--- src/logic/ast_pkg.sv ---
// Shared constants, field positions and decode helper for the status bank
package ast_pkg;

  localparam int ADDR_W = 16;
  localparam int DATA_W = 32;

  // Register byte offsets
  localparam logic [15:0] OFS_ACQ_CTRL = 16'h8100;
  localparam logic [15:0] OFS_RUN_STATE_FLAGS = 16'h8104;
  localparam logic [15:0] OFS_SOFT_TRIGGER_STROBE = 16'h8108;
  localparam logic [15:0] OFS_TRIGGER_SOURCE_MASK = 16'h810C;
  localparam logic [15:0] OFS_OUTPUT_PULSE_SOURCE_MASK = 16'h8110;
  localparam logic [15:0] OFS_LOCK_FLAG_RESTORE = 16'hEF04;

  // Status word bit positions
  localparam int ST_RUNNING = 2;
  localparam int ST_EVT_READY = 3;
  localparam int ST_EVT_FULL = 4;
  localparam int ST_CLK_EXT = 5;
  localparam int ST_LOCK_OK = 7;
  localparam int ST_BOARD_READY = 8;
  localparam int ST_GPI = 15;
  localparam int ST_EXT_TRIG = 16;

  // Acquisition control field positions
  localparam int CTL_MODE_LSB = 0;
  localparam int CTL_ARM = 2;
  localparam int CTL_CLK_EXT = 6;

  // Mask fields: bit 29 lvds, 30 external, 31 software
  localparam int MASK_LSB = 29;
  localparam int MASK_LVDS = 0;
  localparam int MASK_EXT = 1;
  localparam int MASK_SW = 2;

  // Byte lanes that hold the stored fields
  localparam int BE_CTRL = 0;
  localparam int BE_MASK = 3;

  typedef enum logic [1:0] {
    RUN_SW,
    RUN_GPI,
    RUN_FIRST_TRIG,
    RUN_LVDS
  } ast_run_mode_type;

  // Reset values
  localparam ast_run_mode_type MODE_RST = RUN_SW;
  localparam logic ARM_RST = 1'b0;
  localparam logic CLK_EXT_RST = 1'b0;
  localparam logic [2:0] GMASK_RST = 3'b110;
  localparam logic [2:0] OMASK_RST = 3'b000;
  localparam logic LOCK_OK_RST = 1'b1;
  localparam logic [31:0] ZERO_WORD = 32'h0000_0000;

  function automatic logic ast_hit(input logic [15:0] a,
                                   input logic [15:0] o);
    ast_hit = (a == o);
  endfunction : ast_hit

endpackage : ast_pkg

--- src/logic/ast_reg_if.sv ---
// Carrier between the bus front end and the register core
`timescale 1ns/1ps
interface ast_reg_if;
  logic [15:0] addr;
  logic [31:0] wdata;
  logic [3:0] be;
  logic wr_stb;
  logic rd_stb;
  logic [31:0] rdata;

  modport bus (
    output addr, wdata, be, wr_stb, rd_stb,
    input rdata
  );
  modport core (
    input addr, wdata, be, wr_stb, rd_stb,
    output rdata
  );
endinterface : ast_reg_if

--- src/logic/ast_avs_slave.sv ---
// Avalon-MM slave front end: one wait cycle, registered read data
`timescale 1ns/1ps
module ast_avs_slave (
  // Clock and reset
  input wire logic clk_i,
  input wire logic reset_i,
  // Avalon-MM slave
  input wire logic [ast_pkg::ADDR_W-1:0] avs_address_i,
  input wire logic avs_read_i,
  input wire logic avs_write_i,
  input wire logic [ast_pkg::DATA_W-1:0] avs_writedata_i,
  input wire logic [3:0] avs_byteenable_i,
  output logic [ast_pkg::DATA_W-1:0] avs_readdata_o,
  output logic avs_waitrequest_o,
  // Register core side
  ast_reg_if.bus rif
);
  import ast_pkg::*;

  typedef struct packed {
    logic ack;
    logic [31:0] rdata;
  } ast_fe_state_type;

  ast_fe_state_type s_ff;
  ast_fe_state_type nxt_s;
  logic req;

  assign req = avs_read_i | avs_write_i;
  // Waitrequest drops for exactly the second cycle of each request
  assign avs_waitrequest_o = req & ~s_ff.ack;
  assign avs_readdata_o = s_ff.rdata;
  assign rif.addr = avs_address_i;
  assign rif.wdata = avs_writedata_i;
  assign rif.be = avs_byteenable_i;
  assign rif.wr_stb = avs_write_i & s_ff.ack;
  assign rif.rd_stb = avs_read_i & s_ff.ack;

  always_comb begin
    nxt_s = s_ff;
    nxt_s.ack = req & ~s_ff.ack;
    // Data captured a cycle early so they stand at the accepting edge
    if (avs_read_i && !s_ff.ack) begin
      nxt_s.rdata = rif.rdata;
    end
  end

  always_ff @(posedge clk_i) begin
    if (reset_i) begin
      s_ff <= '{ack: 1'b0, rdata: ZERO_WORD};
    end else begin
      s_ff <= nxt_s;
    end
  end

endmodule : ast_avs_slave

--- src/logic/ast_status_bank.sv ---
// Acquisition status, software trigger and trigger routing register bank
//
// Overview of operation
// - Status bit 2 shows running; drives lamp
// - Status bit 3 shows event ready
// - Status bit 4 shows channel full
// - Status bit 5 shows external PLL reference
// - Status bit 7 low after any unlock
// - Reading 0xEF04 restores lock flag to one
// - Status bit 8 shows PLL and ADCs synced
// - Status bit 15 shows general purpose input
// - Status bit 16 shows external trigger input
// - Any write to 0x8108 fires software trigger
// - Global mask bit 29 gates LVDS trigger
// - Global mask bit 30 gates external trigger
// - Global mask bit 31 gates software trigger
// - Output mask bit 29 gates LVDS when output
// - Output mask bit 30 gates external trigger
// - Output mask bit 31 gates software trigger
// - Mode 00: arm bit starts and stops run
`timescale 1ns/1ps
module ast_status_bank (
  // Clock and reset
  input wire logic clk_i,
  input wire logic reset_i,
  // Avalon-MM slave
  input wire logic [ast_pkg::ADDR_W-1:0] avs_address_i,
  input wire logic avs_read_i,
  input wire logic avs_write_i,
  input wire logic [ast_pkg::DATA_W-1:0] avs_writedata_i,
  input wire logic [3:0] avs_byteenable_i,
  output logic [ast_pkg::DATA_W-1:0] avs_readdata_o,
  output logic avs_waitrequest_o,
  // Readout and clocking status
  input wire logic evt_ready_i,
  input wire logic evt_full_i,
  input wire logic pll_locked_i,
  input wire logic adc_sync_i,
  // Front panel and LVDS inputs
  input wire logic general_purpose_input_i,
  input wire logic external_trigger_input_i,
  input wire logic lvds_trigger_i,
  input wire logic lvds_as_output_i,
  input wire logic lvds_run_i,
  // Outputs
  output logic run_lamp_o,
  output logic pll_ref_ext_o,
  output logic sw_trigger_o,
  output logic global_trigger_o,
  output logic trigger_output_o
);
  import ast_pkg::*;

  typedef struct packed {
    ast_run_mode_type mode;
    logic arm;
    logic clk_ext;
    logic [2:0] gmask;
    logic [2:0] omask;
    logic running;
    logic lock_ok;
    logic sw_pulse;
    logic ext_prev;
    logic gtrig;
    logic otrig;
  } ast_core_state_type;

  localparam ast_core_state_type CORE_RST = '{
    mode: MODE_RST,
    arm: ARM_RST,
    clk_ext: CLK_EXT_RST,
    gmask: GMASK_RST,
    omask: OMASK_RST,
    running: 1'b0,
    lock_ok: LOCK_OK_RST,
    sw_pulse: 1'b0,
    ext_prev: 1'b0,
    gtrig: 1'b0,
    otrig: 1'b0
  };

  ast_core_state_type s_ff;
  ast_core_state_type nxt_s;
  ast_reg_if rif ();

  logic [31:0] status_word;
  logic [31:0] ctrl_word;
  logic [31:0] gmask_word;
  logic [31:0] omask_word;
  logic board_ready;
  logic ext_rise;
  logic ext_blocked;
  logic [2:0] gsrc;
  logic [2:0] osrc;
  logic wr_ctrl;
  logic wr_gmask;
  logic wr_omask;
  logic wr_swtrig;
  logic rd_restore;

  ////////////////////////////////////////////////////////////////////////////
  // Bus front end

  ast_avs_slave u_slave (
    .clk_i(clk_i),
    .reset_i(reset_i),
    .avs_address_i(avs_address_i),
    .avs_read_i(avs_read_i),
    .avs_write_i(avs_write_i),
    .avs_writedata_i(avs_writedata_i),
    .avs_byteenable_i(avs_byteenable_i),
    .avs_readdata_o(avs_readdata_o),
    .avs_waitrequest_o(avs_waitrequest_o),
    .rif(rif.bus)
  );

  ////////////////////////////////////////////////////////////////////////////
  // Register decode and read mux

  assign wr_ctrl = rif.wr_stb & ast_hit(rif.addr, OFS_ACQ_CTRL)
                   & rif.be[BE_CTRL];
  assign wr_gmask = rif.wr_stb & ast_hit(rif.addr, OFS_TRIGGER_SOURCE_MASK)
                    & rif.be[BE_MASK];
  assign wr_omask = rif.wr_stb
                    & ast_hit(rif.addr, OFS_OUTPUT_PULSE_SOURCE_MASK)
                    & rif.be[BE_MASK];
  // Data and byte lanes are ignored: any write counts
  assign wr_swtrig = rif.wr_stb & ast_hit(rif.addr, OFS_SOFT_TRIGGER_STROBE);
  assign rd_restore = rif.rd_stb & ast_hit(rif.addr, OFS_LOCK_FLAG_RESTORE);

  assign board_ready = pll_locked_i & adc_sync_i;

  always_comb begin
    status_word = ZERO_WORD;
    status_word[ST_RUNNING] = s_ff.running;
    status_word[ST_EVT_READY] = evt_ready_i;
    status_word[ST_EVT_FULL] = evt_full_i;
    status_word[ST_CLK_EXT] = s_ff.clk_ext;
    status_word[ST_LOCK_OK] = s_ff.lock_ok;
    status_word[ST_BOARD_READY] = board_ready;
    status_word[ST_GPI] = general_purpose_input_i;
    status_word[ST_EXT_TRIG] = external_trigger_input_i;
  end

  always_comb begin
    ctrl_word = ZERO_WORD;
    ctrl_word[CTL_MODE_LSB +: 2] = s_ff.mode;
    ctrl_word[CTL_ARM] = s_ff.arm;
    ctrl_word[CTL_CLK_EXT] = s_ff.clk_ext;
    gmask_word = ZERO_WORD;
    gmask_word[MASK_LSB +: 3] = s_ff.gmask;
    omask_word = ZERO_WORD;
    omask_word[MASK_LSB +: 3] = s_ff.omask;
  end

  // Write-only strobe, restore address and unmapped space read as zero
  always_comb begin
    unique case (rif.addr)
      OFS_ACQ_CTRL: rif.rdata = ctrl_word;
      OFS_RUN_STATE_FLAGS: rif.rdata = status_word;
      OFS_TRIGGER_SOURCE_MASK: rif.rdata = gmask_word;
      OFS_OUTPUT_PULSE_SOURCE_MASK: rif.rdata = omask_word;
      default: rif.rdata = ZERO_WORD;
    endcase
  end

  ////////////////////////////////////////////////////////////////////////////
  // Run control and trigger routing

  assign ext_rise = external_trigger_input_i & ~s_ff.ext_prev;
  // The edge that starts a first-trigger run is not a global trigger itself; the output mask path still passes it
  assign ext_blocked = (s_ff.mode == RUN_FIRST_TRIG) & s_ff.arm
                       & ~s_ff.running;
  assign gsrc = {s_ff.sw_pulse,
                 external_trigger_input_i & ~ext_blocked,
                 lvds_trigger_i};
  assign osrc = {s_ff.sw_pulse,
                 external_trigger_input_i,
                 lvds_trigger_i & lvds_as_output_i};

  always_comb begin
    nxt_s = s_ff;
    nxt_s.ext_prev = external_trigger_input_i;
    // Only the stored fields take write data
    if (wr_ctrl) begin
      nxt_s.mode = ast_run_mode_type'(rif.wdata[CTL_MODE_LSB +: 2]);
      nxt_s.arm = rif.wdata[CTL_ARM];
      nxt_s.clk_ext = rif.wdata[CTL_CLK_EXT];
    end
    if (wr_gmask) begin
      nxt_s.gmask = rif.wdata[MASK_LSB +: 3];
    end
    if (wr_omask) begin
      nxt_s.omask = rif.wdata[MASK_LSB +: 3];
    end
    nxt_s.sw_pulse = wr_swtrig;
    // An unlock in the cycle of the restoring read still wins
    if (!pll_locked_i) begin
      nxt_s.lock_ok = 1'b0;
    end else if (rd_restore) begin
      nxt_s.lock_ok = 1'b1;
    end
    unique case (s_ff.mode)
      RUN_SW: nxt_s.running = s_ff.arm;
      RUN_GPI: nxt_s.running = s_ff.arm & general_purpose_input_i;
      RUN_FIRST_TRIG: nxt_s.running = s_ff.arm & (s_ff.running | ext_rise);
      RUN_LVDS: nxt_s.running = s_ff.arm & lvds_run_i;
    endcase
    nxt_s.gtrig = |(s_ff.gmask & gsrc);
    nxt_s.otrig = |(s_ff.omask & osrc);
  end

  always_ff @(posedge clk_i) begin
    if (reset_i) begin
      s_ff <= CORE_RST;
    end else begin
      s_ff <= nxt_s;
    end
  end

  // Lamp follows the same flop that software reads
  assign run_lamp_o = s_ff.running;
  assign pll_ref_ext_o = s_ff.clk_ext;
  assign sw_trigger_o = s_ff.sw_pulse;
  assign global_trigger_o = s_ff.gtrig;
  assign trigger_output_o = s_ff.otrig;
endmodule : ast_status_bank

--- config.mk ---
export PLATFORM = sky130hd
export DESIGN_NAME = ast_status_bank
export DESIGN_NICKNAME = d
export VERILOG_FILES = /design/src/logic/ast_pkg.sv /design/src/logic/ast_reg_if.sv /design/src/logic/ast_avs_slave.sv /design/src/logic/ast_status_bank.sv
export SDC_FILE = /design/constraint.sdc
export NUM_CORES = 1
export LEC_CHECK = 0
export BUFFER_PORTS_ARGS = -buffer_cell sky130_fd_sc_hd__buf_2
export CORE_MARGIN = 2
export CORE_UTILIZATION = 46
export CTS_CLUSTER_DIAMETER = 200
export DETAILED_ROUTE_END_ITERATION = 10
export PLACE_DENSITY = 0.87
export RECOVER_POWER = 50
export SYNTH_ARGS = -nofsm -noshare
export SYNTH_HDL_FRONTEND = slang
export SYNTH_SLANG_ARGS = --single-unit
export TNS_END_PERCENT = 20
--- constraint.sdc ---
create_clock -name clk_i -period 3.01 [get_ports clk_i]
set_clock_uncertainty 0.1 [all_clocks]
set_input_delay 0.1505 -clock clk_i [delete_from_list [all_inputs] [get_ports clk_i]]
set_output_delay 0.1505 -clock clk_i [all_outputs]
set_load 0.01 [all_outputs]
# Yosys cells after proc, flatten, opt, wreduce, memory -nomap -nowiden
# Index checks and enable logic that the tools add are counted.
[word_totals]
regBits = 49
in_bits = 65
output_inout_bits = 38
word_cells = 60
[op_classes]
n_eq_ne = 10
muxes = 4
bitwise_logic = 28
n_reduce_logical = 5
[op_table]
columns = ["operator", "count"]
rows = [
  ["one-hot mux 32 bit (4 select lines)", 1],
  ["== test 16 bit (second input constant)", 6],
  ["AND 1 bit", 20],
  ["AND 3 bit", 2],
  ["OR reduction 3 bit", 2],
  ["== test 2 bit (second input constant)", 2],
  ["NOT 1 bit", 4],
  ["one-hot mux 1 bit (4 select lines)", 1],
  ["== test 2 x 1 -> 1 bit (second input constant)", 1],
  ["logical NOT 2 bit", 1],
  ["2-to-1 mux 1 bit", 2],
  ["inequality test 2 x 1 -> 1 bit (second input constant)", 1],
  ["bitwise OR 1 bit", 2],
  ["logical AND 1 bit", 1],
  ["logical NOT 1 bit", 1],
]

# Depth between registers and ports, before layout
[depth]
depth_word = 7
mapped_depth = 5
depth_no_buf = 4

# Cells and area by module
# A second synthesis with hierarchy kept.
[unflattened]
hier_cells = 347
area_unflattened_um2 = 3050.4
[by_module_without_submodules]
columns = ["mod", "instances", "cells_each", "area_each_um2", "seq_area_each_um2"]
rows = [
  ["ast_avs_slave", 1, 235, 2119.5, 660.6],
  ["ast_status_bank", 1, 112, 930.9, 320.3],
]

# Least setup slack after synthesis
# No wires, ideal clock.
[synth_path]
kind = "register to register"
startpoint = "register u_slave.s_ff[32] in the netlist's numbering"
endpoint = "register s_ff (netlist bit gmask_word[29])"
setup_ps = 71
arrival_time_ps = 1260
t_required_ps = 2839
path_slack_ps = 1580
path_stages_with_launch = 6
path_buffers = 1
period_less_slack_ps = 1430
path_cell_list = "dfxtp_1 -> and3_1 -> buf_2 -> nor4b_1 -> nand3_1 -> a21oi_1"
[synth_between]
elab_chain_cells = 3
[synth_lines]
columns = ["item", "line_no", "rtl"]
rows = [
  ["start: declaration", "ast_avs_slave.sv:25", "ast_fe_state_type s_ff;"],
  ["start signal: assignment", "ast_avs_slave.sv:50", "s_ff <= '{ack: 1'b0, rdata: ZERO_WORD};"],
  ["start signal: assignment", "ast_avs_slave.sv:52", "s_ff <= nxt_s;"],
  ["AND 1 bit", "ast_avs_slave.sv:36", "assign rif.wr_stb = avs_write_i & s_ff.ack;"],
  ["AND 1 bit", "ast_status_bank.sv:122", "assign wr_gmask = rif.wr_stb & ast_hit(rif.addr, OFS_TRIGGER_SOURCE_MASK)"],
  ["AND 1 bit", "ast_status_bank.sv:123", "& rif.be[BE_MASK];"],
  ["end signal: assignment", "ast_status_bank.sv:217", "s_ff <= nxt_s;"],
  ["end: declaration", "ast_status_bank.sv:82", "ast_core_state_type s_ff;"],
]
# No other way between the ends.
# A chain may end at the register's enable or synchronous reset.

# Worst setup path in the final report
[layout_path]
startpoint = "register u_slave.s_ff[32] in the netlist's numbering"
endpoint = "register u_slave.s_ff (netlist bit u_slave.avs_readdata_o[7])"
[layout_between]
elab_chain_cells = 2
[layout_lines]
columns = ["item", "line_no", "rtl"]
rows = [
  ["logical NOT 1 bit", "ast_avs_slave.sv:43", "if (avs_read_i && !s_ff.ack) begin"],
  ["logical AND 1 bit", "ast_avs_slave.sv:43", ""],
]
# No other way between the ends.

==> results <==
- The flow ran to the end, and the final reports show no timing, DRC or antenna violations.
- The most instantiated flip-flop cell in the synthesis netlist is sky130_fd_sc_hd__dfxtp_1.
- A synthesized cell averages 8.63 um^2.
- The register clock-pin slew on the reported worst setup and hold paths is 0.06 ns.
- The critical path data required time is 3.11 ns.
- The clock network power share is 38.0%.
- Sorting the synthesized cells by area gives the leading types as sky130_fd_sc_hd__dfxtp_1 36%, sky130_fd_sc_hd__buf_4 15%, sky130_fd_sc_hd__nand4_1 4.7%.
- The placer congestion estimate is 0.881.
- Power spread over the standard cell area amounts to 425 nW/um^2.
- The fill cell instance count of the final layout is 382.
- The final max-slew violation count was 0.
- The cell type with the largest total area after synthesis is sky130_fd_sc_hd__dfxtp_1.
- The number of antenna diodes in the final layout is 0.
- The clock sink count is 31.
- Sorting the synthesized cells by how often they occur yields 34 x sky130_fd_sc_hd__buf_4, 31 x sky130_fd_sc_hd__dfxtp_1, 16 x sky130_fd_sc_hd__a21oi_1.
- The number of H-tree branching levels is 2.
- The first global-routing pass estimated 6470 um of wire.
- After routing, the total negative slack on setup checks comes to 0 ns.
- For the worst setup path, the data arrival time is 1.85 ns.
- The relative area change from synthesis to final layout is 10.7%.
- The initial detailed-routing violation count is 63.
- Once the floorplan was initialized, standard cells occupied 47.3% of the core.
- The clock passes through at most 2 buffers.
- The power share of the combinational group is 10.5%.
- The number of buffers added on ports is 57.
- The initialized floorplan defines 22 standard-cell rows.
- In the routed layout, each cell is associated on average with a via count of 5.36.
- The number of distinct standard cells referenced by the synthesized netlist is 37.
- By startpoint and endpoint, the worst setup path is classified as reg2reg.
- The CTS tree is done.
- Summed over all nets, the switching power comes to 0.204 mW.
- The total congestion overflow after global routing is 0.
- For this run, the top clock speed supported by timing is 571 MHz.
- The number of failing hold endpoints at the final stage is 0.
- The post-DP HPWL is 3050 um.
- The cell with the most instances after synthesis is sky130_fd_sc_hd__buf_4.
- The count of instances resized after the clock tree is built is 0.
- Setup repair after global routing left no endpoint under its margin.
- The first TritonRoute pass finished after 4 iterations.
- During I/O placement, the number of pins put on the boundary was 103.
- The routed design has 3980 um of wire.
- The detailed router placed 1549 vias in this run.
- The vertical die dimension is 65.1 um.
- The nature of the critical path startpoint is a flop.
- The share of total power in sequential cells is 51.5%.
- The count of nets left with antenna violations once routing finished came out at 0.
- Internal power comes to 0.604 mW.
- The initial antenna violation count was 0.
- The maximum number of pins on one net before global-route repair is 24.
- The final critical delay including setup and external delays is 1.75 ns.
- The floorplan step set the die width to 65.1 um.
- The class of the tightest hold or removal check is in2reg.
- The number of enable-type register cells in the synthesized netlist is 0.
- The sequential cell area is 621 um^2.
- Buffers inserted to repair hold after CTS numbered 0.
- The number of warnings reported in the yosys synthesis log is 0.
- The final routed DRC violation total is 0.
- The number of buffers added by the clock tree synthesis step is 5.
- The peak supply drop is 131 uV.
- In the final design database the tool counted 305 nets.
- For flop-to-flop paths, the worst setup slack is 1.26 ns.
- The analysis attributes to cell leakage a power of 0.731 nW.
- The max-capacitance violation count is 0.
- The buffers inserted during post-CTS setup optimization is 0.
- In the final layout, the multi-input gates occupy 865 um^2.
- The root buffer selected by CTS is sky130_fd_sc_hd__clkbuf_8.
- After synthesis the netlist holds a flip-flop and latch count of 31.
- The total routing resource utilization after global routing is 19.9%.
- After synthesis the cells add up to 1720 um^2.
- In this run the worst path has a maximum fanout of 11.
- The worst pin sits at a relative slew slack of 23.9%.
- The final standard cell count with taps included and fillers excluded is 289.
- The routed wire length per instance is 13.8 um.
- For the worst-skew pair, the clock arrives at the later sink with an insertion delay of 0.28 ns.
- The share of the clock period used by the worst path is 58.2%.
- The number of placed instances, taps included, is 281.
- The async set-or-reset flop fraction in the synthesized netlist is 0%.
- The switching power as a share of total power is 25.2%.
- The via count of the first global-routing pass was 1437.
- The share of synthesized area in the top cell type comes to 36.1%.
- The synthesized instance count is 199.
- The fraction of layout cells with a size suffix above 1 is 22.0%.
- The placeable core region is 3630 um^2.
- The share of the Yosys chip area taken by registers is 36.1%.
- Setup violations remaining at the end of the flow were counted as 0.
- The die covers 4240 um^2.
- The transition at the pin with the smallest max-transition slack is 1.14 ns.
- The worst setup path is captured at a flop.
## routing by layer
metal	GRT usage, %	wire, um
met4	7.03	53
met3	5.99	353
met1	25.8	1750
met5	0	0
met2	31.7	1830
## cell type report
class	instances	area share (%)
inverter	4	0.789
sequential	31	32.6
timing repair buffer	57	13.7
multi-input combinational	141	45.5
clock inverter	1	0.263
tap	48	3.16
clock buffer	7	4.01
## sequential cells by signal, summed over array words and instances (netlist names), 2 cells and up
name / cells
gmask_word: 3
ctrl_word: 3
u_slave.avs_readdata_o: 14
s_ff: 2
omask_word: 3
## critical path, cell delays in order (launching register included)
cell	delay (ns)
sky130_fd_sc_hd__dfxtp_1	0.36
sky130_fd_sc_hd__nand2b_1	0.40
sky130_fd_sc_hd__nor3_2	0.51
sky130_fd_sc_hd__nand3_1	0.14
sky130_fd_sc_hd__a21oi_1	0.15
## cells by family after synthesis
family          count (synthesis)  share of synthesized area [%]
compound gates                 42                           15.2
buf+inv                        44                           17.3
flops                          31                           36.1
mux                             3                           1.75
other cells                     1                          0.218
simple gates                   78                           29.4
## worst paths after layout
| path | cells after the start | endpoint | startpoint |
|---|---|---|---|
| setup / recovery | 4 | u_slave.avs_readdata_o[7] | u_slave.s_ff[32] |
| hold / removal | 3 | u_slave.avs_readdata_o[4] | evt_full_i |
| hold reg to reg | 2 | u_slave.avs_readdata_o[5] | u_slave.avs_readdata_o[5] |
| setup reg to reg | 4 | u_slave.avs_readdata_o[7] | u_slave.s_ff[32] |
## power groups by stage
stage | Combinational [mW] | Clock (mW) | Sequential [mW]
floorplan | 0.0581 | 0 | 0.425
global placement | 0.0833 | 0 | 0.425
detailed placement | 0.0836 | 0 | 0.425
CTS | 0.0839 | 0.309 | 0.416
global route | 0.0940 | 0.331 | 0.416
finish | 0.0845 | 0.307 | 0.416
## placed cells by master (no fill, tap or decap), drive strengths merged
master and count:
nor4b 1, dfxtp 31, and4 1, a31oi 1
nor2b 1, conb 18, and2 1, buf 37
clkinv 1, a32oi 1, a21oi 17, nor2 5
nand3 17, and4bb 1, a22o 7, and3 7
and4b 1, nor3 6, nand2 15, o32ai 3
a22oi 2, nand4 14, o21ai 11, inv 4
nand2b 2, clkbuf 27, mux2i 3, nand3b 1
nor4 5
## per-stage QoR
| step | power (mW) | area (um^2) | utilization [%] | setup slack, ns | hold WS, ns |
|---|---|---|---|---|---|
| 2_1_floorplan | 0.483 | 1780 | - | 1.58 | 0.179 |
| 3_3_place_gp | 0.508 | 1850 | 50.8 | 1.28 | 0.309 |
| 3_5_place_dp | 0.509 | 1850 | 50.8 | 1.33 | 0.314 |
| 4_1_cts | 0.809 | 1930 | 53.0 | 1.31 | 0.0194 |
| 5_1_grt | 0.841 | 1900 | 52.3 | 1.10 | 0.0269 |
| 6_report | 0.808 | 1900 | 52.3 | 1.26 | 0.0291 |
(Power assumes the default switching activity.)
